--- config.mk ---
export PLATFORM = sky130hd
export DESIGN_NAME = seq_sync_clock_reset
export DESIGN_NICKNAME = d
export VERILOG_FILES = /design/src/design/seq_sync_pkg.sv /design/src/design/lane_skid_buffer.sv /design/src/design/seq_sync_clock_reset.sv
export SDC_FILE = /design/constraint.sdc
export NUM_CORES = 1
export LEC_CHECK = 0
export ABC_AREA = 0
export ABC_CLOCK_PERIOD_IN_PS = 3500
export BUFFER_PORTS_ARGS = -buffer_cell sky130_fd_sc_hd__buf_2
export CORE_AREA = 2 2 126 128
export CTS_BUF_LIST = sky130_fd_sc_hd__clkbuf_4 sky130_fd_sc_hd__clkbuf_8
export DETAILED_ROUTE_END_ITERATION = 7
export DIE_AREA = 0 0 128 130
export PLACE_DENSITY = 0.78
export RECOVER_POWER = 100
export SLEW_MARGIN = 10
export SYNTH_ARGS = -nofsm -noshare
export SYNTH_HDL_FRONTEND = slang
export SYNTH_HIERARCHICAL = 1
export SYNTH_SLANG_ARGS = --single-unit
--- constraint.sdc ---
create_clock -name clk -period 3.5 [get_ports clk]
set_clock_uncertainty 0.15 [all_clocks]
set_input_delay 0.7 -clock clk [delete_from_list [all_inputs] [get_ports clk]]
set_output_delay 0.7 -clock clk [all_outputs]
set_load 0.1 [all_outputs]
--- src/design/seq_sync_pkg.sv ---
`default_nettype none
package seq_sync_pkg;

  // ---------------------------------------------------------------
  // Clocking and timing
  // ---------------------------------------------------------------
  localparam int unsigned SYSTEM_CLOCK_IN_HZ     = 20_000_000;
  localparam int unsigned LOCK_TIME_US   = 100;
  // Longest time, rounded down, at least one cycle
  localparam int unsigned LOCK_CYCLES_RAW = (LOCK_TIME_US * (SYSTEM_CLOCK_IN_HZ / 1_000_000));
  localparam int unsigned LOCK_CYCLES    = (LOCK_CYCLES_RAW < 1) ? 1 : LOCK_CYCLES_RAW;
  localparam int unsigned LOCK_W         = 12;
  localparam logic [LOCK_W-1:0] LOCK_LAST = LOCK_W'(LOCK_CYCLES - 1);
  localparam int unsigned RESET_HOLD_CYCLES = 4;

  // ---------------------------------------------------------------
  // Sequencer sync clock
  // ---------------------------------------------------------------
  localparam int unsigned PERIOD_W      = 5;
  localparam logic [PERIOD_W-1:0] PERIOD_MIN = 5'h10;
  localparam logic [PERIOD_W-1:0] PERIOD_MAX = 5'h14;
  localparam int unsigned PERIODS_PER_SLOT = 4;
  localparam logic [1:0]  QUARTER_LAST  = 2'h3;
  localparam logic [2:0]  PERIOD_SEL_MAX = 3'h4;

  // ---------------------------------------------------------------
  // Byte clock ratio and lanes
  // ---------------------------------------------------------------
  localparam logic [2:0]  RATIO_TWO     = 3'h2;
  localparam logic [2:0]  RATIO_FOUR    = 3'h4;
  localparam int unsigned PORTS         = 16;
  localparam int unsigned LANE_RATE_MBPS = 444;
  localparam int unsigned BUF_DEPTH     = 2;

  typedef enum logic [1:0] {
    SEQ_MODE_TRISTATE = 2'h0,
    SEQ_MODE_DRIVE    = 2'h1,
    SEQ_MODE_RECEIVE  = 2'h2
  } seq_mode_t;

  // Gray codes along free -> locking -> locked
  typedef enum logic [1:0] {
    TREE_FREE    = 2'h0,
    TREE_LOCKING = 2'h1,
    TREE_LOCKED  = 2'h3
  } tree_state_t;

  // Lanes 0,1 slave stream, lanes 2,3 master stream
  typedef struct packed {
    logic [1:0] master_lanes;
    logic [1:0] slave_lanes;
  } port_lanes_t;

  typedef port_lanes_t [PORTS-1:0] lane_word_t;

  typedef struct packed {
    logic       pll_internal;
    logic       pll_ratio_four;
    seq_mode_t  seq_mode;
    logic [2:0] period_sel;
  } clk_cfg_t;

endpackage : seq_sync_pkg
`default_nettype wire

--- src/design/lane_skid_buffer.sv ---
`timescale 1ns/1ps
`default_nettype none
module lane_skid_buffer
  import seq_sync_pkg::*;
(
  input  wire logic       clk,
  input  wire logic       rstn,
  input  wire lane_word_t in_data,
  input  wire logic       in_valid,
  output logic            in_ready,
  output lane_word_t      out_data,
  output logic            out_valid,
  input  wire logic       out_ready
);

  // ---------------------------------------------------------------
  // State
  // ---------------------------------------------------------------
  typedef struct packed {
    lane_word_t [BUF_DEPTH-1:0] entry;
    logic [1:0]                 count;
    logic                       ready;
    logic                       valid;
  } buf_state_t;

  buf_state_t state_ff;
  buf_state_t nxt_state;

  // Entry 0 is the head; ready is registered so it looks one step ahead
  always_comb begin
    logic push;
    logic pop;
    push = in_valid & state_ff.ready;
    pop  = state_ff.valid & out_ready;
    nxt_state = state_ff;
    if (pop) begin
      nxt_state.entry[0] = state_ff.entry[1];
    end
    if (push) begin
      if (state_ff.count == 2'h0 || (state_ff.count == 2'h1 && pop)) begin
        nxt_state.entry[0] = in_data;
      end else begin
        nxt_state.entry[1] = in_data;
      end
    end
    nxt_state.count = state_ff.count + 2'(push) - 2'(pop);
    nxt_state.valid = (nxt_state.count != 2'h0);
    nxt_state.ready = (nxt_state.count != 2'(BUF_DEPTH));
  end

  always_ff @(posedge clk) begin
    if (!rstn) begin
      state_ff <= '0;
    end else begin
      state_ff <= nxt_state;
    end
  end

  assign in_ready  = state_ff.ready;
  assign out_valid = state_ff.valid;
  assign out_data  = state_ff.entry[0];

endmodule : lane_skid_buffer
`default_nettype wire

--- src/design/seq_sync_clock_reset.sv ---
`timescale 1ns/1ps
`default_nettype none
module seq_sync_clock_reset
  import seq_sync_pkg::*;
(
  input  wire logic       clk,
  input  wire logic       rstn,
  input  wire clk_cfg_t   cfg,
  input  wire logic       clock_start_event,
  input  wire logic       flush_reset,
  input  wire logic       self_test,
  input  wire logic       sequencer_sync_clock_in,
  output logic            sequencer_sync_clock_out,
  output logic            sequencer_sync_clock_oe,
  output logic            sequencer_sync_clock_aux,
  output logic            slot_start,
  output logic [2:0]      byte_clock_ratio,
  output logic            tree_clock_from_tree,
  output logic            tree_clock_ready,
  input  wire lane_word_t rx_lanes,
  input  wire logic       rx_valid,
  output logic            rx_ready,
  output lane_word_t      tx_lanes,
  output logic            tx_valid,
  input  wire logic       tx_ready
);

  // ---------------------------------------------------------------
  // State
  // ---------------------------------------------------------------
  typedef struct packed {
    tree_state_t         tree;
    logic [LOCK_W-1:0]   lock_cnt;
    logic [PERIOD_W-1:0] phase;
    logic [1:0]          quarter;
    logic                sync_in_prev;
    logic                sync_out;
    logic                sync_oe;
    logic                sync_aux;
    logic                slot_start;
    logic [2:0]          ratio;
    logic                from_tree;
    logic                ready;
  } ctl_state_t;

  ctl_state_t state_ff;
  ctl_state_t nxt_state;

  // ---------------------------------------------------------------
  // Clock tree, sync counter and pin control
  // ---------------------------------------------------------------
  // Out-of-range period selects clamp to the longest period
  always_comb begin
    logic [PERIOD_W-1:0] period;
    logic [PERIOD_W-1:0] half;
    logic                gen_level;
    logic                rx_rise;
    logic                test_mode;
    logic                step_quarter;
    // Defaults: every field holds unless a branch below moves it
    period       = PERIOD_MAX;
    half         = '0;
    gen_level    = 1'b0;
    rx_rise      = 1'b0;
    step_quarter = 1'b0;
    test_mode    = flush_reset | self_test;
    nxt_state    = state_ff;

    // Byte clock multiplier for the clock generator
    if (cfg.pll_internal) begin
      nxt_state.ratio = cfg.pll_ratio_four ? RATIO_FOUR : RATIO_TWO;
    end else begin
      // Board must then supply twice the byte clock
      nxt_state.ratio = RATIO_TWO;
    end

    // Tree lock sequence after the clock start event
    unique case (state_ff.tree)
      TREE_FREE: begin
        // Without the internal PLL the board clock is already valid
        if (clock_start_event) begin
          // Count restarts from zero on every accepted start
          nxt_state.lock_cnt = '0;
          nxt_state.tree     = cfg.pll_internal ? TREE_LOCKING : TREE_LOCKED;
        end
      end
      TREE_LOCKING: begin
        if (state_ff.lock_cnt == LOCK_LAST) begin
          nxt_state.tree = TREE_LOCKED;
        end else begin
          nxt_state.lock_cnt = state_ff.lock_cnt + 1'b1;
        end
      end
      TREE_LOCKED: begin
        // Further start events are ignored until the next chip reset
        nxt_state.tree = TREE_LOCKED;
      end
      default: begin
        // Unused code: fall back to the free-running clock
        nxt_state.tree = TREE_FREE;
      end
    endcase

    // Ready and source select follow the next state, so neither lags
    nxt_state.ready     = (nxt_state.tree == TREE_LOCKED);
    // Feedback only makes sense once the tree carries the byte clock
    nxt_state.from_tree = (nxt_state.tree == TREE_LOCKED) && !test_mode;

    // Period in system clock cycles, one quarter of the slot
    if (cfg.period_sel <= PERIOD_SEL_MAX) begin
      period = PERIOD_MIN + PERIOD_W'(cfg.period_sel);
    end
    // High for the first half; an odd period spends its extra cycle low
    half = period >> 1;

    // Slot counter: phase within period, quarter within slot
    rx_rise = sequencer_sync_clock_in & ~state_ff.sync_in_prev;
    nxt_state.sync_in_prev = sequencer_sync_clock_in;
    nxt_state.slot_start   = 1'b0;
    if (cfg.seq_mode == SEQ_MODE_RECEIVE && rx_rise) begin
      // Slave realigns its sequencer to the master edge; a wrap on the
      // edge before has already counted this period, so count it once
      nxt_state.phase = PERIOD_W'(1);
      step_quarter    = (state_ff.phase != '0);
    end else if (state_ff.phase >= period - 1'b1) begin
      nxt_state.phase = '0;
      step_quarter    = 1'b1;
    end else begin
      nxt_state.phase = state_ff.phase + 1'b1;
    end

    // Four periods make one slot; the slot marker comes with the wrap
    if (step_quarter) begin
      if (state_ff.quarter == QUARTER_LAST) begin
        nxt_state.quarter    = '0;
        nxt_state.slot_start = 1'b1;
      end else begin
        nxt_state.quarter = state_ff.quarter + 1'b1;
      end
    end

    // Look one step ahead so the pin flop shows the new phase
    gen_level = (nxt_state.phase < half);

    // Pin direction and level
    unique case (cfg.seq_mode)
      SEQ_MODE_DRIVE: begin
        // Pin and aux share one level, so they cannot split
        nxt_state.sync_oe  = 1'b1;
        nxt_state.sync_out = gen_level;
        nxt_state.sync_aux = gen_level;
      end
      SEQ_MODE_RECEIVE: begin
        // Aux echoes the received pin one cycle late
        nxt_state.sync_oe  = 1'b0;
        nxt_state.sync_out = 1'b0;
        nxt_state.sync_aux = sequencer_sync_clock_in;
      end
      default: begin
        // Single device: pin floats, aux still shows local timing
        nxt_state.sync_oe  = 1'b0;
        nxt_state.sync_out = 1'b0;
        nxt_state.sync_aux = gen_level;
      end
    endcase
  end

  // ---------------------------------------------------------------
  // Register update
  // ---------------------------------------------------------------
  // No scan state lives here, so everything is cleared
  // Synchronous clear; the board holds reset for four cycles or more
  always_ff @(posedge clk) begin
    if (!rstn) begin
      state_ff <= '0;
    end else begin
      state_ff <= nxt_state;
    end
  end


  // ---------------------------------------------------------------
  // Outputs
  // ---------------------------------------------------------------
  // Every output comes straight from a state flop
  assign sequencer_sync_clock_out = state_ff.sync_out;
  assign sequencer_sync_clock_oe  = state_ff.sync_oe;
  assign sequencer_sync_clock_aux = state_ff.sync_aux;
  assign slot_start               = state_ff.slot_start;
  assign byte_clock_ratio         = state_ff.ratio;
  assign tree_clock_from_tree     = state_ff.from_tree;
  assign tree_clock_ready         = state_ff.ready;

  // ---------------------------------------------------------------
  // Lane data path
  // ---------------------------------------------------------------
  // Lane order is kept per port by the struct layout
  // Two words of slack, so a receiver stall drops nothing
  lane_skid_buffer u_lane_buf (
    .clk       (clk),
    .rstn      (rstn),
    .in_data   (rx_lanes),
    .in_valid  (rx_valid),
    .in_ready  (rx_ready),
    .out_data  (tx_lanes),
    .out_valid (tx_valid),
    .out_ready (tx_ready)
  );

endmodule : seq_sync_clock_reset
`default_nettype wire

==> flow_summary.ini <==
[outcome]
outcome = finished with violations
violations = max-capacitance violations, max-slew violations

[setup_path]
worstPathArrival_ns = 3.37
critPathCaptureType = flip-flop
rr_worst_depth = 5
worstPathCellList = buf_2 -> inv_1 -> nand2_1 -> ha_1 -> ha_1 -> ha_1 -> a21o_1 -> a31oi_1 -> o211a_4 -> and2_2 -> ha_1 -> o31ai_1 -> a31oi_1 -> a221oi_1
slowest_delay_ns = 0.31
critPathMaxFanout = 3
regToRegEndpoint = u_lane_buf/state_ff[74]
crit_required_ns = 3.69
rrSetupSlack_ns = 0.38
crit_top_cell = ha_1
cp_slowest_cell = a221oi_1
crit_type = in -> reg
r2r-start = u_lane_buf/out_valid
cp-start-kind = primary input

[power_and_ir_drop]
pwr_density_cell_nw_per_um2 = 779
power_switching_mw = 3.23
power_frac_clock_pct = 19.2
p_seq_share_pct = 35.3
p_leak_nw = 3.84
sw_frac_of_total_pct = 49.4
combPwrFrac_pct = 45.5
vdd.ir_drop.worst_v = 0.000423
p_int_mw = 3.31

[global_routing]
grt_pass1_vias = 5874
grt_start_max_net_pins = 87
track_usage_pct = 21.5
grt_pass1_wl_um = 28900
grt.overflow.total = 0
grt_antenna_before_repair = 0

[routing]
wl_per_cell_um = 16.4
route.vias.total = 6179
wl_um = 17900
drc = 0
vias_per_cell = 5.65
dr.pass1.iters = 5
drt_iter0_markers = 406
ant_nets = 0

[sta]
layout_setup_ws_ns = 0.322
worst_pin_slew_ns = 1.60
finalHoldViolCount = 0
max-slew-margin-rel_pct = -6.80
fin_crit_sh_pct = 90.8
min_period_ns = 3.18
report.final.setup_viol = 0
drv_slew = 93
grt_setup_unrepaired = false
timing.fmax_mhz = 315

[placed_design]
dpl.cell_count = 1063
place_congestion = 0.756
preCtsSetupSlack_ns = -0.121
io_buffer_count = 152
hpwl_um = 11000

[cts]
clk_latency_ns = 0.44
clockRootBuffer = clkbuf_8
cts-buffers-inserted = 17
post_cts_buffers = 0
cts_hold_buf = 0
clock-sinks = 162
ctsHtreeMaxLevel = 4
post_cts_resized = 0
cts_tree = done
clk_path_buf_depth = 2
clkTransAtPathRegs_ns = 0.08

[yosys]
ys_types = 52
yosysWarnings = 6
synth_area_sq_um = 7830
seq_area_frac_synth_pct = 41.4
yosys.area.top_type = dfxtp_1
ys_seq_elements = 162
synth-async-reset-ratio_pct = 0
synth.avg_cell_area_sq_um = 9.36
synth_nets = 931
ys_top_cells_by_area = dfxtp_1 41%, mux2i_1 16%, buf_4 7.4%
synthCells = 836
synth-main-ff-cell = dfxtp_1
yosys.area.top_type_share_pct = 41.4
synth-edff-count = 0

[floorplan]
die_height_um = 130
core_area_sq_um = 15400
die_w_um = 128
design.die.area_sq_um = 16600
start_util_pct = 50.8
io_pins = 154
rows = 46

[worst_hold_path]
hp-class = in -> reg
hold_depth = 2
worstHoldStart = self_test
worstHoldEndpoint = tree_clock_from_tree

[finish]
layout.cells.non_filler = 1094
diodes = 0
drive_above_1_share_pct = 16.0
final_cell_mix = 161 x dfxtp_1, 140 x nand2_1, 128 x mux2i_1, 77 x buf_2, 75 x clkbuf_1
syn_to_final_growth_pct = 7.06
nets = 985
postLayoutCoreUtil_pct = 54.3
final_common_cell = dfxtp_1

[flow_run]
cap_violations = 2
-- how the worst max path moves through the flow --
stage / start / cells past startpoint / slack, ns / to
2_1_floorplan: cfg[2] / 13 / 0.17 / sequencer_sync_clock_aux
3_3_place_gp: cfg[2] / 14 / 0.008 / sequencer_sync_clock_aux
4_1_cts: cfg[2] / 14 / 0.35 / sequencer_sync_clock_aux
3_5_place_dp: cfg[2] / 14 / -0.12 / sequencer_sync_clock_aux
6_report: cfg[2] / 14 / 0.32 / sequencer_sync_clock_aux
5_1_grt: u_lane_buf/out_valid / 5 / 0.09 / u_lane_buf/state_ff[71]
-- cells in the mapped netlist, types with 2 or more instances --
| master | n |
|---|---|
| nor3_1 | 9 |
| buf_4 | 77 |
| nand4_1 | 2 |
| and2_1 | 4 |
| nand3_1 | 4 |
| nor2_1 | 17 |
| xor2_1 | 2 |
| and2_2 | 2 |
| o31a_1 | 2 |
| or3_1 | 3 |
| buf_6 | 5 |
| xnor2_1 | 13 |
| a21oi_1 | 11 |
| clkbuf_1 | 39 |
| a211oi_1 | 55 |
| and4_1 | 2 |
| or4_1 | 2 |
| nand2_1 | 141 |
| a31oi_1 | 5 |
| nor4_1 | 67 |
| a211oi_2 | 10 |
| dfxtp_1 | 162 |
| nand2b_1 | 4 |
| ha_1 | 16 |
| o21ai_0 | 6 |
| and3_1 | 2 |
| buf_2 | 12 |
| mux2i_1 | 128 |
| inv_1 | 11 |
-- routing by layer --
metal | vias to the layer above | wire length, um | share of wire [%] | track usage, %
met5 | - | 0 | 0 | 0
met3 | 22 | 989 | 5.5 | 5.41
met4 | 0 | 226 | 1.3 | 6.85
met1 | 2952 | 8530 | 48 | 28.8
met2 | 183 | 8150 | 46 | 34.4
li1 | 3022 | - | - | -
-- sequential cells by signal (all words and copies together), names as in the netlist, 2 cells and up --
signal,count
u_lane_buf/state_ff,66
u_lane_buf/out_data,64
state_ff,22
byte_clock_ratio,2
-- power by group through the flow --
stage / clock network [mW] / registers (mW) / logic, mW
floorplan: 0 / 2.39 / 2.73
global placement: 0 / 2.34 / 3.01
detailed placement: 0 / 2.35 / 3.04
CTS: 1.29 / 2.31 / 3.04
global route: 1.37 / 2.35 / 3.11
finish: 1.25 / 2.31 / 2.97
-- cells by family (layout without fill, tap and decap cells) --
kind of cell | count (synthesis) | after routing | synth area share, %
AND/OR/NAND/NOR | 267 | 267 | 16.5
flip-flops | 162 | 162 | 41.4
adder cells (fa/ha/maj) | 16 | 16 | 2.56
buffers and inverters | 144 | 210 | 11.3
other | 1 | 1 | 0.0479
XOR/XNOR | 15 | 15 | 1.68
AO/OA/AOI/OAI | 103 | 103 | 10.2
multiplexers | 128 | 128 | 16.4
-- area by class of cell --
class                           count  area, sq um
Inverter                           11         41.3
Tap cell                          192          240
Timing Repair Buffer              168          805
Sequential cell                   162         3240
Multi-Input combinational cell    530         3690
Clock buffer                       23          304
Fill cell                        1474         7040
Clock inverter                      8         53.8
-- through the flow --
stage	TNS (ns)	power (mW)	hold slack (ns)	instance area, sq um
after floorplan	0	5.13	0.287	7830
after global placement	0	5.35	0.294	8170
after detailed placement	-0.142	5.39	0.301	8170
after CTS	0	6.64	0.227	8530
after global routing	0	6.82	0.230	8380
final	0	6.53	0.256	8380
-- worst max-delay path: cells and delay by family --
| family | cells | cell delay, ns |
|---|---|---|
| AO/OA/AOI/OAI | 6 | 1.28 |
| buffers and inverters | 2 | 0.18 |
| AND/OR/NAND/NOR | 2 | 0.23 |
| adder cells (fa/ha/maj) | 4 | 0.99 |
Power figures use the tool's default switching activity.
